--- src/rtl/ssef_pkg.sv ---
// shared constants and types for the serial status/error flag block
package ssef_pkg;
    // register byte offsets
    localparam logic [11:0] STATUS_ADDR = 12'h000;
    localparam logic [11:0] CTRL_ADDR = 12'h004;
    localparam logic [7:0] STATUS_RESET = 8'h84;
    // status bit positions
    localparam int BIT_TX_EMPTY = 7;
    localparam int BIT_RX_FULL = 6;
    localparam int BIT_FER_ERS = 4;
    localparam int BIT_PARITY = 3;
    localparam int BIT_TX_END = 2;
    localparam int BIT_RX_MP = 1;
    localparam int BIT_TX_MP = 0;
    localparam int CTRL_WIDTH = 9;
    // smart card end-of-transmit delay, in half bit times
    localparam int GM0_HALF_ETU = 5;
    localparam int GM1_HALF_ETU = 2;
    localparam int ETU_CYCLES_DEF = 16;
    localparam int CNT_WIDTH = 16;

    // control fields, msb first
    typedef struct packed {
        logic smart_card_select;
        logic guard_mode;
        logic sync_mode;
        logic multiproc_en;
        logic parity_en;
        logic parity_odd;
        logic two_stop;
        logic receiver_enable;
        logic transmitter_enable;
    } ssef_ctrl_s;

    // one received character from the framing engine
    typedef struct packed {
        logic valid;
        logic [7:0] data;
        logic parity;
        logic stop1;
        logic stop2;
        logic mp;
    } ssef_rx_s;
endpackage

--- src/rtl/ssef_status.sv ---
// serial status register: error flags, transmit end, multiprocessor bits
`timescale 1ns/100ps
`default_nettype none
module ssef_status #(
    parameter int ETU_CYCLES = ssef_pkg::ETU_CYCLES_DEF
) (
    input wire logic ref_clk_i,
    input wire logic reset_i,
    input wire logic [11:0] paddr_i,
    input wire logic psel_i,
    input wire logic penable_i,
    input wire logic pwrite_i,
    input wire logic [31:0] pwdata_i,
    output logic [31:0] prdata_o,
    output logic pready_o,
    output logic pslverr_o,
    input wire logic standby_i,
    input wire ssef_pkg::ssef_rx_s rx_evt_i,
    input wire logic tx_load_i,
    input wire logic tx_last_bit_i,
    input wire logic card_err_line_i,
    input wire logic err_sample_i,
    output ssef_pkg::ssef_ctrl_s ctrl_o,
    output logic [7:0] rx_data_o,
    output logic rx_halt_o,
    output logic tx_halt_o,
    output logic tx_mp_bit_o
);
    // delay counts, rounded up since they are least times
    localparam int GM0_CYC = (ETU_CYCLES * ssef_pkg::GM0_HALF_ETU + 1) / 2;
    localparam int GM1_CYC = (ETU_CYCLES * ssef_pkg::GM1_HALF_ETU + 1) / 2;
    localparam logic [15:0] GM0_CNT = 16'(GM0_CYC);
    localparam logic [15:0] GM1_CNT = 16'(GM1_CYC);
    localparam logic [15:0] CNT_ONE = 16'h0001;

    logic pready_reg;
    logic [31:0] prdata_reg;
    logic pslverr_reg;
    ssef_pkg::ssef_ctrl_s ctrl_reg;
    logic tx_empty_reg, rx_full_reg, fer_ers_reg, parity_reg;
    logic tx_end_reg, rx_mp_reg, tx_mp_reg;
    logic tx_empty_next, rx_full_next, fer_ers_next, parity_next;
    logic tx_end_next, rx_mp_next, tx_mp_next;
    logic arm_empty_reg, arm_full_reg, arm_fer_reg, arm_par_reg;
    logic [7:0] rx_data_reg;
    logic rx_halt_reg, tx_halt_reg, tx_mp_out_reg;
    logic err_s1_reg, err_s2_reg;
    logic [15:0] cnt_reg;
    logic cnt_busy_reg;

    // bus decode: one wait state, writes land on the completing edge
    wire stat_hit = (paddr_i == ssef_pkg::STATUS_ADDR);
    wire ctrl_hit = (paddr_i == ssef_pkg::CTRL_ADDR);
    wire addr_hit = stat_hit | ctrl_hit;
    wire access = psel_i & penable_i & ~pready_reg;
    wire done = psel_i & penable_i & pready_reg;
    wire wr_stat = done & pwrite_i & stat_hit;
    wire wr_ctrl = done & pwrite_i & ctrl_hit;
    wire rd_stat = done & ~pwrite_i & stat_hit;
    wire ssef_pkg::ssef_ctrl_s ctrl_wval =
        ssef_pkg::ssef_ctrl_s'(pwdata_i[ssef_pkg::CTRL_WIDTH-1:0]);

    // status view; bit 5 belongs to a flag kept elsewhere and reads zero
    wire [7:0] status_view = {tx_empty_reg, rx_full_reg, 1'b0, fer_ers_reg,
                              parity_reg, tx_end_reg, rx_mp_reg, tx_mp_reg};
    wire [31:0] rd_mux = stat_hit ? {24'h00_0000, status_view} :
                         ctrl_hit ? {23'h00_0000, ctrl_reg} : 32'h0000_0000;

    always_ff @(posedge ref_clk_i or posedge reset_i) begin
        if (reset_i) begin
            pready_reg <= 1'b0;
            prdata_reg <= 32'h0000_0000;
            pslverr_reg <= 1'b0;
        end else begin
            pready_reg <= access;
            prdata_reg <= (access & ~pwrite_i) ? rd_mux : 32'h0000_0000;
            pslverr_reg <= access & ~addr_hit;
        end
    end

    // control register; transmitter falling edge seen at the write
    wire te_fall = wr_ctrl & ctrl_reg.transmitter_enable &
                   ~ctrl_wval.transmitter_enable;
    always_ff @(posedge ref_clk_i or posedge reset_i) begin
        if (reset_i) begin
            ctrl_reg <= '0;
        end else if (wr_ctrl) begin
            ctrl_reg <= ctrl_wval;
        end
    end

    // error line is a pin: two flops before anything looks at it
    always_ff @(posedge ref_clk_i or posedge reset_i) begin
        if (reset_i) begin
            err_s1_reg <= 1'b1;
            err_s2_reg <= 1'b1;
        end else begin
            err_s1_reg <= card_err_line_i;
            err_s2_reg <= err_s1_reg;
        end
    end

    // read-then-clear: a flag is armed only when a read returned it as 1
    always_ff @(posedge ref_clk_i or posedge reset_i) begin
        if (reset_i) begin
            arm_empty_reg <= 1'b0;
            arm_full_reg <= 1'b0;
            arm_fer_reg <= 1'b0;
            arm_par_reg <= 1'b0;
        end else if (rd_stat) begin
            arm_empty_reg <= prdata_reg[ssef_pkg::BIT_TX_EMPTY];
            arm_full_reg <= prdata_reg[ssef_pkg::BIT_RX_FULL];
            arm_fer_reg <= prdata_reg[ssef_pkg::BIT_FER_ERS];
            arm_par_reg <= prdata_reg[ssef_pkg::BIT_PARITY];
        end else if (wr_stat | standby_i) begin
            arm_empty_reg <= 1'b0;
            arm_full_reg <= 1'b0;
            arm_fer_reg <= 1'b0;
            arm_par_reg <= 1'b0;
        end
    end

    wire clr_empty = wr_stat & arm_empty_reg & ~pwdata_i[ssef_pkg::BIT_TX_EMPTY];
    wire clr_full = wr_stat & arm_full_reg & ~pwdata_i[ssef_pkg::BIT_RX_FULL];
    wire clr_fer = wr_stat & arm_fer_reg & ~pwdata_i[ssef_pkg::BIT_FER_ERS];
    wire clr_par = wr_stat & arm_par_reg & ~pwdata_i[ssef_pkg::BIT_PARITY];

    // receive stall while the parity flag or, outside card mode, the framing flag stands
    wire card = ctrl_reg.smart_card_select;
    wire halt_now = (fer_ers_reg & ~card) | parity_reg;
    // disabled receiver takes nothing, so framing flag holds outside card mode
    // parity flag held the same way
    wire rx_take = rx_evt_i.valid & ctrl_reg.receiver_enable & ~halt_now;
    wire async_rx = rx_take & ~ctrl_reg.sync_mode;
    // only the first stop bit is looked at
    wire frame_bad = async_rx & ~card & ~rx_evt_i.stop1;
    // parity over data plus parity bit
    wire par_bad = async_rx & ctrl_reg.parity_en &
                   ((^{rx_evt_i.data, rx_evt_i.parity}) != ctrl_reg.parity_odd);
    // error signal sampled low during card transmission
    wire ers_set = card & err_sample_i & ~err_s2_reg;
    // one bit, set source chosen by card select
    wire fer_set = frame_bad | ers_set;

    wire cnt_done = cnt_busy_reg & (cnt_reg == CNT_ONE);
    always_ff @(posedge ref_clk_i or posedge reset_i) begin
        if (reset_i) begin
            cnt_reg <= 16'h0000;
            cnt_busy_reg <= 1'b0;
        end else if (standby_i) begin
            cnt_busy_reg <= 1'b0;
        end else if (card & tx_last_bit_i) begin
            cnt_reg <= ctrl_reg.guard_mode ? GM1_CNT : GM0_CNT;
            cnt_busy_reg <= 1'b1;
        end else if (cnt_busy_reg) begin
            cnt_reg <= cnt_reg - CNT_ONE;
            cnt_busy_reg <= ~cnt_done;
        end
    end

    // transmit end source switched by card select; transmitter disable sets it in either mode
    wire transmit_end_flag_set = te_fall |
                    (~card & tx_last_bit_i & tx_empty_reg) |
                    (card & cnt_done & tx_empty_reg & ~fer_ers_reg);

    // flag next values; a set beats a same-cycle clear
    always_comb begin
        tx_empty_next = (te_fall | tx_load_i) ? 1'b1 :
                        (clr_empty ? 1'b0 : tx_empty_reg);
        rx_full_next = (rx_take & ~frame_bad & ~par_bad) ? 1'b1 :
                       (clr_full ? 1'b0 : rx_full_reg);
        // transmitter disable does not touch this bit
        fer_ers_next = fer_set ? 1'b1 : (clr_fer ? 1'b0 : fer_ers_reg);
        parity_next = par_bad ? 1'b1 : (clr_par ? 1'b0 : parity_reg);
        // only the empty-flag clear drops transmit end
        tx_end_next = transmit_end_flag_set ? 1'b1 : (clr_empty ? 1'b0 : tx_end_reg);
        rx_mp_next = (async_rx & ctrl_reg.multiproc_en) ? rx_evt_i.mp : rx_mp_reg;
        tx_mp_next = wr_stat ? pwdata_i[ssef_pkg::BIT_TX_MP] : tx_mp_reg;
        if (standby_i) begin
            tx_empty_next = ssef_pkg::STATUS_RESET[ssef_pkg::BIT_TX_EMPTY];
            rx_full_next = ssef_pkg::STATUS_RESET[ssef_pkg::BIT_RX_FULL];
            fer_ers_next = ssef_pkg::STATUS_RESET[ssef_pkg::BIT_FER_ERS];
            parity_next = ssef_pkg::STATUS_RESET[ssef_pkg::BIT_PARITY];
            tx_end_next = ssef_pkg::STATUS_RESET[ssef_pkg::BIT_TX_END];
            rx_mp_next = ssef_pkg::STATUS_RESET[ssef_pkg::BIT_RX_MP];
            tx_mp_next = ssef_pkg::STATUS_RESET[ssef_pkg::BIT_TX_MP];
        end
    end

    // reset value of the status register
    always_ff @(posedge ref_clk_i or posedge reset_i) begin
        if (reset_i) begin
            tx_empty_reg <= ssef_pkg::STATUS_RESET[ssef_pkg::BIT_TX_EMPTY];
            rx_full_reg <= ssef_pkg::STATUS_RESET[ssef_pkg::BIT_RX_FULL];
            fer_ers_reg <= ssef_pkg::STATUS_RESET[ssef_pkg::BIT_FER_ERS];
            parity_reg <= ssef_pkg::STATUS_RESET[ssef_pkg::BIT_PARITY];
            tx_end_reg <= ssef_pkg::STATUS_RESET[ssef_pkg::BIT_TX_END];
            rx_mp_reg <= ssef_pkg::STATUS_RESET[ssef_pkg::BIT_RX_MP];
            tx_mp_reg <= ssef_pkg::STATUS_RESET[ssef_pkg::BIT_TX_MP];
        end else begin
            tx_empty_reg <= tx_empty_next;
            rx_full_reg <= rx_full_next;
            fer_ers_reg <= fer_ers_next;
            parity_reg <= parity_next;
            tx_end_reg <= tx_end_next;
            rx_mp_reg <= rx_mp_next;
            tx_mp_reg <= tx_mp_next;
        end
    end

    // every taken character lands in the data register, even a bad one
    always_ff @(posedge ref_clk_i or posedge reset_i) begin
        if (reset_i) begin
            rx_data_reg <= 8'h00;
        end else if (rx_take) begin
            rx_data_reg <= rx_evt_i.data;
        end
    end

    // halts follow the next flag values so they drop with the clear
    // multiprocessor bit only in async multiprocessor format with tx on
    // written bit goes out with each character
    always_ff @(posedge ref_clk_i or posedge reset_i) begin
        if (reset_i) begin
            rx_halt_reg <= 1'b0;
            tx_halt_reg <= 1'b0;
            tx_mp_out_reg <= 1'b0;
        end else begin
            rx_halt_reg <= (fer_ers_next & ~card) | parity_next;
            tx_halt_reg <= ctrl_reg.sync_mode & ((fer_ers_next & ~card) | parity_next);
            tx_mp_out_reg <= tx_mp_next & ~ctrl_reg.sync_mode &
                             ctrl_reg.multiproc_en & ctrl_reg.transmitter_enable;
        end
    end

    assign prdata_o = prdata_reg;
    assign pready_o = pready_reg;
    assign pslverr_o = pslverr_reg;
    assign ctrl_o = ctrl_reg;
    assign rx_data_o = rx_data_reg;
    assign rx_halt_o = rx_halt_reg;
    assign tx_halt_o = tx_halt_reg;
    assign tx_mp_bit_o = tx_mp_out_reg;
endmodule
`default_nettype wire

--- config.mk ---
export PLATFORM = sky130hd
export DESIGN_NAME = ssef_status
export DESIGN_NICKNAME = d
export VERILOG_FILES = /design/src/rtl/ssef_pkg.sv /design/src/rtl/ssef_status.sv
export SDC_FILE = /design/constraint.sdc
export NUM_CORES = 1
export LEC_CHECK = 0
export ABC_AREA = 0
export BUFFER_PORTS_ARGS = -buffer_cell sky130_fd_sc_hd__buf_2
export CAP_MARGIN = 20
export CORE_ASPECT_RATIO = 0.5
export CORE_MARGIN = 2
export CORE_UTILIZATION = 52
export DETAILED_ROUTE_END_ITERATION = 6
export GPL_ROUTABILITY_DRIVEN = 1
export PLACE_DENSITY = 0.93
export SLEW_MARGIN = 25
export SYNTH_ARGS = -nofsm -noshare
export SYNTH_HDL_FRONTEND = slang
export SYNTH_SLANG_ARGS = --single-unit
--- constraint.sdc ---
create_clock -name ref_clk_i -period 3.8 [get_ports ref_clk_i]
set_input_delay 0.76 -clock ref_clk_i [delete_from_list [all_inputs] [get_ports ref_clk_i]]
set_output_delay 0.76 -clock ref_clk_i [all_outputs]
set_load 0.02 [all_outputs]
==> flow_metrics.tcl, run 1 <==
set metrics [dict create \
    dp.cells 414 \
    startpoint_type "input pin" \
    period_share_pct 70.4 \
    arrival_ns 2.94 \
    path_cells "buf_2, or4_4, nor3_2, nand4_1, o21bai_1, a221o_1" \
    synth_cells 279 \
    dr.first_iter.drc_count 170 \
    track_usage_pct 22.2 \
    hpwl_mm 4.53 \
    io_pins 121 \
    gr-total-overflow 0 \
    slowest_delay_ns 0.56 \
    finalClockSkew_ns 0.00737 \
    hold_violations 0 \
    die-area_um2 6470 \
    hold_buffers 0 \
    clk_pin_slew_worst_paths_ns 0.05 \
    worstSetupPathDepth 6 \
    cp_slowest_cell "or4_4" \
    ys_warn_count 0 \
    avgSynthCellArea_um2 10.8 \
    p_leak_nw 1.91 \
    initial_core_util_pct 54.5 \
    timing.slew.headroom_pct 43.6 \
    io_buffers 73 \
    hold_depth 0 \
    synth_seq_area_share_pct 50.7 \
    core_um2 5540 \
    diodes 0 \
    synthSimpleGateAreaFrac_pct 18.6 \
    syn_area_um2 3020 \
    synthFlopType "dfrtp_1" \
    vias 2370 \
    antenna_left 0 \
    die_w_um 112 \
    final_max_slew_viol_count 0 \
    worst_ep_required_time_ns 4.06 \
    stdcell_count 428 \
    die_h_um 57.9 \
    final_util_pct 65.6 \
    setup_tns_ns 0 \
    r2r_end "tx_end_reg" \
    status "complete, no violations" \
    synthAdderAreaFrac_pct 0.829 \
    ys_types 45 \
    final_cell_mix "buf_2, dfrtp_1, nor2_1" \
    synth-compound-area-share_pct 8.82 \
    worstReg2RegStart "cnt_reg[4]" \
    cts-htree-levels 3 \
    grt_max_degree 41 \
    cp-startpoint "paddr_i[9]" \
    fin_total_pwr_w 0.00152 \
    final_nets 421 \
    synthMuxAreaShare_pct 6.63 \
    vdd_ir_drop_max_mv 0.261 \
    gp_congestion 0.822 \
    tritoncts "done" \
    worst-slew-pin-transition_ns 0.843 \
    critPathMaxFanout 11 \
    grt_pass1_wl_mm 11.1 \
    synth_top_area_cell "dfrtp_1" \
    critPathTopFamily "simple AND/OR/NAND/NOR gates" \
    ys_async_sr_fraction_pct 100 \
    layout_commonest_cell "buf_2" \
    cp-end-kind "flop" \
    drt-vias-per-instance 5.54 \
    largest_register_ff_count 16 \
    synthToLayoutAreaGrowth_pct 20.3 \
    reg2regPathDepth 5 \
    maxCapViolCount 0 \
    root_buffer "clkbuf_16" \
    synth_edf_count 0 \
    post-route-drc-count 0 \
    wire_per_inst_um 16.1 \
    grt_pass1_vias 2258 \
    max_freq_mhz 374 \
    post_cts.repair.setup_buffers 0 \
    numCtsBuffers 9 \
    rows 19 \
    layout_min_cycle_time_ns 2.67 \
    grt_antenna_before_repair 0 \
    stdcell_area_um2 3630 \
    synth_top_area_share_pct 47.2 \
    drive_gt1_share_pct 32.4 \
    post_cts_resized 0 \
    r2r_slack_ns 1.76 \
    worst-path-buf-inv 1 \
    synth_xor_area_share_pct 5.97 \
    routed_wl_mm 6.88 \
    ctsLongestPathBuffers 2 \
    synth_area_leaders "dfrtp_1, buf_4, mux2_2" \
    worstHoldStart "err_s1_reg" \
    rsz0062_at_grt "no" \
    clock_latency_ns 0.32 \
    critPathKind "input pin to flop" \
    clock_sinks 61 \
    worstHoldPathType "flop to flop" \
    synth_top_family_by_area "simple AND/OR/NAND/NOR gates" \
    yosys_register_bits 61 \
    dr.pass1.iters 4 \
    placed_area_um2 3350 \
    min_to "err_s2_reg" \
    power_density_nw_per_um2 419 \
    setup_viol 0 \
]
## synth_stat cells (2+ instances only)
cell type and count:
a21oi_1 10, a22o_1 7, and2_1 2, and3_1 2, buf_2 2, buf_4 24
clkbuf_1 8, dfrtp_1 57, dfstp_2 4, ha_1 2, inv_1 8, mux2_2 16
mux2i_1 2, nand2_1 13, nand2b_1 3, nand3_1 6, nand3b_1 13, nand4_1 7
nand4b_1 4, nor2_1 28, nor3_1 4, nor3_2 2, nor4_1 3, o21a_1 2
o21ai_0 7, o22a_1 2, o22ai_1 2, o41a_1 2, or3_1 2, or4_1 3
or4_4 2, xnor2_1 6, xor2_1 12
## cell type report
| type | instances | area [µm²] |
|---|---|---|
| multi-input cells | 198 | 1320 |
| clock inverters | 1 | 5.00 |
| fillers | 376 | 1910 |
| well taps | 73 | 91.3 |
| clock buffers | 13 | 280 |
| flip-flops and latches | 61 | 1530 |
| inverters | 8 | 30.0 |
| repair buffers | 74 | 373 |
## logic make-up after synthesis
group           after synthesis
simple gates                 98
xor+xnor                     19
mux                          18
fa+ha+maj                     2
buf+inv                      42
other cells                   1
compound gates               38
flops                        61
## per-stage QoR
step / worst slack (ns) / hold WS (ns)
CTS: 1.17 / 0.357
finish: 1.13 / 0.355
global route: 1.02 / 0.359
global placement: 0.917 / 0.346
detailed placement: 0.900 / 0.347
floorplan: 1.48 / 0.345
## worst max path at each step
stage	endpoint
floorplan	tx_end_reg
global placement	tx_end_reg
detailed placement	tx_end_reg
CTS	tx_end_reg
global route	tx_end_reg
finish	tx_end_reg
## power breakdown
group | switching (W) | total [W] | internal, W | leakage [nW]
clock | 0.000264 | 0.000766 | 0.000503 | 0.144
combinational | 0.0000649 | 0.000101 | 0.0000357 | 0.939
sequential | 0.00000190 | 0.000657 | 0.000655 | 0.824
## routing by layer
metal / part of all wire [%] / GRT usage, %
met5: 0 / 0
met1: 41 / 27.2
met3: 5.6 / 7.01
met2: 52 / 38.2
met4: 2.0 / 7.94
Power figures use the tool's default switching activity.
==> inputs of run 2 (changes only) <==
--- a/config.mk
+++ b/config.mk
@@ -5,15 +5,15 @@
 export SDC_FILE = /design/constraint.sdc
 export NUM_CORES = 1
 export LEC_CHECK = 0
-export ABC_AREA = 0
+export ABC_AREA = 1
 export BUFFER_PORTS_ARGS = -buffer_cell sky130_fd_sc_hd__buf_2
 export CAP_MARGIN = 20
 export CORE_ASPECT_RATIO = 0.5
 export CORE_MARGIN = 2
-export CORE_UTILIZATION = 52
+export CORE_UTILIZATION = 44
 export DETAILED_ROUTE_END_ITERATION = 6
 export GPL_ROUTABILITY_DRIVEN = 1
-export PLACE_DENSITY = 0.93
+export PLACE_DENSITY = 0.84
 export SLEW_MARGIN = 25
 export SYNTH_ARGS = -nofsm -noshare
 export SYNTH_HDL_FRONTEND = slang
==> constraint.sdc (replaced) <==
create_clock -name ref_clk_i -period 2.25 [get_ports ref_clk_i]
set_input_delay 0.45 -clock ref_clk_i [delete_from_list [all_inputs] [get_ports ref_clk_i]]
set_output_delay 0.45 -clock ref_clk_i [all_outputs]
set_load 0.02 [all_outputs]
==> run 2 against run 1 <==
Cell count is 30% higher. Clock skew is 0.0013 ns lower. Clock-buffer cell count is 4 lower. Register-to-register slack worse by 1.3 ns. Combinational power grew to 3.7 times the previous value. Total power is 100% higher. Core utilization is 8.6 points lower. First-iteration DRC count is 16% higher. Clock power is 93% higher.
==> flow_metrics.tcl, run 2 <==
set metrics [dict create \
    synth_seq_area_share_pct 49.4 \
    critPathKind "flop to flop" \
    critPathMostFrequentCell "nand2_4" \
    p_leak_nw 2.06 \
    grt_pass1_vias 2556 \
    synthToLayoutAreaGrowth_pct 24.1 \
    vdd_ir_drop_max_mv 0.369 \
    grt_max_degree 42 \
    startpoint_type "flop" \
    ys_warn_count 0 \
    io_buffers 73 \
    worstHoldPathType "input pin to async pin" \
    ctsLongestPathBuffers 2 \
    synth_top_area_cell "dfrtp_1" \
    cp-end-kind "flop" \
    slowest_delay_ns 0.51 \
    period_share_pct 80.7 \
    hpwl_mm 5.11 \
    setup_viol 0 \
    arrival_ns 2.03 \
    post_cts.repair.setup_buffers 0 \
    gp_congestion 0.842 \
    preCtsSetupSlack_ns 0.291 \
    final_nets 529 \
    path_cells "nand2_4, nor2_8, inv_2, nand2_4, nand2_1, nor2_2, nand3_1, nor2_1, a21oi_1, o21a_1" \
    initial_core_util_pct 45.9 \
    dr.pass1.iters 4 \
    post_cts_resized 0 \
    synth_cells 375 \
    largest_register_ff_count 16 \
    hold_violations 0 \
    stdcell_count 557 \
    wire_per_inst_um 12.2 \
    gr-total-overflow 0 \
    worst_ep_required_time_ns 2.46 \
    final_max_slew_viol_count 0 \
    hold_ws_ns 0.142 \
    layout_commonest_cell "buf_2" \
    grt_antenna_before_repair 0 \
    core_um2 6750 \
    vias 2711 \
    finalWorstSetupSlack_ns 0.434 \
    numCtsBuffers 9 \
    ys_top_cells_by_count "nand2_1, dfrtp_1, inv_1" \
    cp_slowest_cell "dfrtp_1" \
    yosys_register_bits 61 \
    fill_cells 587 \
    dp.cells 541 \
    grt_pass1_wl_mm 11.8 \
    synth_top_area_share_pct 46.0 \
    maxCapViolCount 0 \
    power_density_nw_per_um2 791 \
    rows 21 \
    layout_min_cycle_time_ns 1.82 \
    antenna_left 0 \
    max_freq_mhz 551 \
    synth_area_leaders "dfrtp_1, nand2_1, inv_1" \
    clock_latency_ns 0.32 \
    avgSynthCellArea_um2 8.27 \
    critPathMaxFanout 9 \
    cts-htree-levels 3 \
    track_usage_pct 19.4 \
    io_pins 121 \
    synthFlopType "dfrtp_1" \
    dr.first_iter.drc_count 197 \
    ys_types 34 \
    rsz0062_at_grt "no" \
    status "complete, no violations" \
    clk_pin_slew_worst_paths_ns 0.06 \
    yosysMostFrequentCell "nand2_1" \
    setup_tns_ns 0 \
    ys_async_sr_fraction_pct 100 \
    die-area_um2 7770 \
    finalClockSkew_ns 0.00611 \
    die_h_um 63.4 \
    syn_area_um2 3100 \
    drt-vias-per-instance 4.87 \
    routed_wl_mm 6.81 \
    die_w_um 123 \
    post-route-drc-count 0 \
    drive_gt1_share_pct 24.1 \
    synth_edf_count 0 \
    diodes 0 \
    final_cell_mix "buf_2, nand2_1, dfrtp_1" \
    tritoncts "done" \
    hold_buffers 0 \
    root_buffer "clkbuf_16" \
    clock_sinks 61 \
]
[run 2: layer usage]
metal,routed length [µm],vias up,track usage (%)
met1,2960,1292,25.0
met2,3320,83,30.5
met4,42,0,5.75
met3,495,6,7.52
li1,-,1330,-
met5,0,-,0
[run 2: metrics by stage]
stage	power (W)	utilization (%)	area, µm²
final	0.00305	57.0	3850
after global routing	0.00319	57.0	3850
after CTS	0.00307	57.0	3850
after detailed placement	0.00159	52.2	3530
after global placement	0.00158	52.2	3530
after floorplan	0.00150	-	3180
[run 2: path summary, 6_finish.rpt]
path | from | end | slack (ns) | cells past startpoint
setup / recovery | card | cnt_reg[14] | 0.43 | 10
min in group ref_clk_i | card_err_line_i | err_s1_reg | 0.22 | 1
setup reg to reg | card | cnt_reg[14] | 0.43 | 10
max in group asynchronous | reset_i | err_s2_reg | 1.49 | 3
hold reg to reg | err_s1_reg | err_s2_reg | 0.36 | 0
hold / removal | reset_i | pready_o | 0.14 | 2
[run 2: kinds of logic after synthesis]
group                      count (synthesis)  share of synthesized area [%]
adders and majority gates                  2                          0.807
xor gates and xnor gates                   3                          0.848
AOI/OAI and AO/OA                         71                           12.5
other                                      1                          0.121
and+or+nand+nor                          151                           22.7
buffers and inverters                     85                           13.3
DFF                                       61                           49.4
muxes                                      1                          0.363
[run 2: critical path: cells and delay by family, from the launching register on]
| kind | cells | cell delay [ns] |
|---|---|---|
| compound gates | 2 | 0.19 |
| simple gates | 7 | 0.88 |
| buf+inv | 1 | 0.11 |
| flops | 1 | 0.51 |
[run 2: area by class of cell]
type | count | area, µm² | share of cell area [%]
multi-input combinational | 251 | 1240 | 32.2
inverter | 59 | 224 | 5.82
clock buffer | 9 | 225 | 5.85
tap | 92 | 115 | 2.99
sequential | 61 | 1530 | 39.8
timing repair buffer | 78 | 415 | 10.8
clock inverter | 7 | 97.6 | 2.54
[run 2: power breakdown]
part | total [W] | switching, W | internal [W]
sequential | 0.00119 | 0.0000373 | 0.00115
clock | 0.00148 | 0.000503 | 0.000974
combinational | 0.000378 | 0.000249 | 0.000129
==> inputs of run 3 (changes only) <==
--- a/config.mk
+++ b/config.mk
@@ -10,10 +10,10 @@
 export CAP_MARGIN = 20
 export CORE_ASPECT_RATIO = 0.5
 export CORE_MARGIN = 2
-export CORE_UTILIZATION = 44
+export CORE_UTILIZATION = 49
 export DETAILED_ROUTE_END_ITERATION = 6
 export GPL_ROUTABILITY_DRIVEN = 1
-export PLACE_DENSITY = 0.84
+export PLACE_DENSITY = 0.88
 export SLEW_MARGIN = 25
 export SYNTH_ARGS = -nofsm -noshare
 export SYNTH_HDL_FRONTEND = slang
==> constraint.sdc (replaced) <==
create_clock -name ref_clk_i -period 1.8 [get_ports ref_clk_i]
set_input_delay 0.36 -clock ref_clk_i [delete_from_list [all_inputs] [get_ports ref_clk_i]]
set_output_delay 0.36 -clock ref_clk_i [all_outputs]
set_load 0.02 [all_outputs]
==> run 3 against run 2 <==
Clock power is 19% higher. Routed wire length grew 7.4%. Clock-buffer cell count stayed put. Fmax grew 6.8%. Critical path depth stayed put. Core utilization rose by 7.1 points. Combinational power is 29% higher. Sequential share of layout area decreased by 0.51 points. Sequential cell count stayed put. Global-route usage is 3.7 points higher. Via count grew 1.0%. Critical endpoint unchanged. Largest cell class unchanged.
==> flow_metrics.tcl, run 3 (synthesized netlist as in run 2, its figures left out) <==
set metrics [dict create \
    track_usage_pct 23.1 \
    clock_sinks 61 \
    dp.cells 544 \
    numCtsBuffers 9 \
    clock_latency_ns 0.33 \
    critPathMaxFanout 4 \
    hpwl_mm 5.17 \
    arrival_ns 1.92 \
    layout_commonest_cell "buf_2" \
    p_leak_nw 2.09 \
    die_w_um 116 \
    final_max_slew_viol_count 0 \
    grt_pass1_wl_mm 12.0 \
    io_buffers 73 \
    dr.first_iter.drc_count 190 \
    gr-total-overflow 0 \
    drive_gt1_share_pct 26.0 \
    critPathTopFamily "simple AND/OR/NAND/NOR gates" \
    routed_wl_mm 7.32 \
    rows 20 \
    p_clk_share_pct 47.1 \
    period_share_pct 94.4 \
    worstHoldPathType "input pin to async pin" \
    drt-vias-per-instance 4.88 \
    final_cell_mix "buf_2, nand2_1, dfrtp_1" \
    largest_register_ff_count 16 \
    final_util_pct 64.1 \
    final_nets 537 \
    startpoint_type "flop" \
    worst-path-buf-inv 1 \
    ctsLongestPathBuffers 2 \
    status "complete, no violations" \
    gp_congestion 0.888 \
    p_int_w 0.00270 \
    tritoncts "done" \
    wire_per_inst_um 13.0 \
    setup_viol 0 \
    cts-htree-levels 3 \
    rsz0062_at_grt "yes" \
    diodes 0 \
    layout_min_cycle_time_ns 1.70 \
    dr.pass1.iters 6 \
    vdd_ir_drop_max_mv 0.513 \
    hold_ws_ns 0.0614 \
    stdcell_count 561 \
    setup_tns_ns 0 \
    initial_core_util_pct 51.0 \
    path_cells "inv_2, ha_1, nand2_1, nor2_1, nand2_1, nor2_2, nand3_1, nor2_1, a21oi_1, o21a_1" \
    antenna_left 0 \
    max_freq_mhz 588 \
    maxCapViolCount 0 \
    clk_pin_slew_worst_paths_ns 0.06 \
    core_um2 6080 \
    grt_antenna_before_repair 0 \
    synthToLayoutAreaGrowth_pct 25.7 \
    vias 2738 \
    io_pins 121 \
    worst_ep_required_time_ns 2.02 \
    p_comb_share_pct 13.1 \
    worst-slew-pin-transition_ns 0.515 \
    pwr-share-seq_pct 39.8 \
    hold_violations 0 \
    die-area_um2 7020 \
    grt_pass1_vias 2581 \
    die_h_um 60.2 \
    critPathKind "flop to flop" \
    timing.slew.headroom_pct 65.6 \
    switching_share_pct 27.7 \
    root_buffer "clkbuf_16" \
    netSwitchingPower_w 0.00103 \
    power_density_nw_per_um2 958 \
    cp-end-kind "flop" \
    grt_max_degree 33 \
    fill_cells 485 \
    post-route-drc-count 0 \
    finalClockSkew_ns 0.00797 \
    slowest_delay_ns 0.40 \
    hold_buffers 0 \
    cp_slowest_cell "dfrtp_1" \
]
## run 3: per-stage QoR
| step | worst slack, ns | instance area (µm²) | total power, W |
|---|---|---|---|
| final | 0.100 | 3900 | 0.00374 |
| after global routing | -0.0371 | 3900 | 0.00389 |
| after CTS | 0.0620 | 3890 | 0.00374 |
| after detailed placement | -0.0668 | 3580 | 0.00199 |
| after global placement | 0.00192 | 3580 | 0.00198 |
| after floorplan | 0.285 | 3190 | 0.00187 |
## run 3: power groups by stage
stage	sequential [W]	combinational, W	clock, W
floorplan	0.00152	0.000350	0
CTS	0.00149	0.000489	0.00177
global route	0.00150	0.000554	0.00184
global placement	0.00151	0.000467	0
detailed placement	0.00151	0.000482	0
finish	0.00149	0.000489	0.00176
## run 3: final timing paths
path	from	end	slack, ns	cells past startpoint
min in group ref_clk_i	card_err_line_i	err_s1_reg	0.12	1
hold / removal	reset_i	prdata_o[8]	0.06	2
setup / recovery	cnt_reg[0]	cnt_reg[14]	0.10	10
setup reg to reg	cnt_reg[0]	cnt_reg[14]	0.10	10
hold reg to reg	err_s1_reg	err_s2_reg	0.35	0
max in group asynchronous	reset_i	ctrl_o[3]	1.23	3
## run 3: cell type report
class / instances / area, µm² / share of cell area (%)
Clock inverter: 7 / 83.8 / 2.15
Inverter: 59 / 228 / 5.84
Clock buffer: 9 / 225 / 5.78
Tap cell: 88 / 110 / 2.82
Timing Repair Buffer: 86 / 475 / 12.2
Sequential cell: 61 / 1530 / 39.3
Multi-Input combinational cell: 251 / 1240 / 31.9
## run 3: per-layer routing
| metal | GRT usage (%) | vias up | routed length (µm) |
|---|---|---|---|
| li1 | - | 1352 | - |
| met1 | 27.2 | 1267 | 2890 |
| met2 | 39.9 | 104 | 3750 |
| met3 | 8.11 | 15 | 538 |
| met4 | 8.50 | 0 | 142 |
| met5 | 0 | - | 0 |
## run 3: repair_timing
| action | CTS | global route |
|---|---|---|
| resized for setup | 0 | 4 |
| endpoints found under the setup margin | 0 | 9 |
| setup buffers | 0 | 1 |
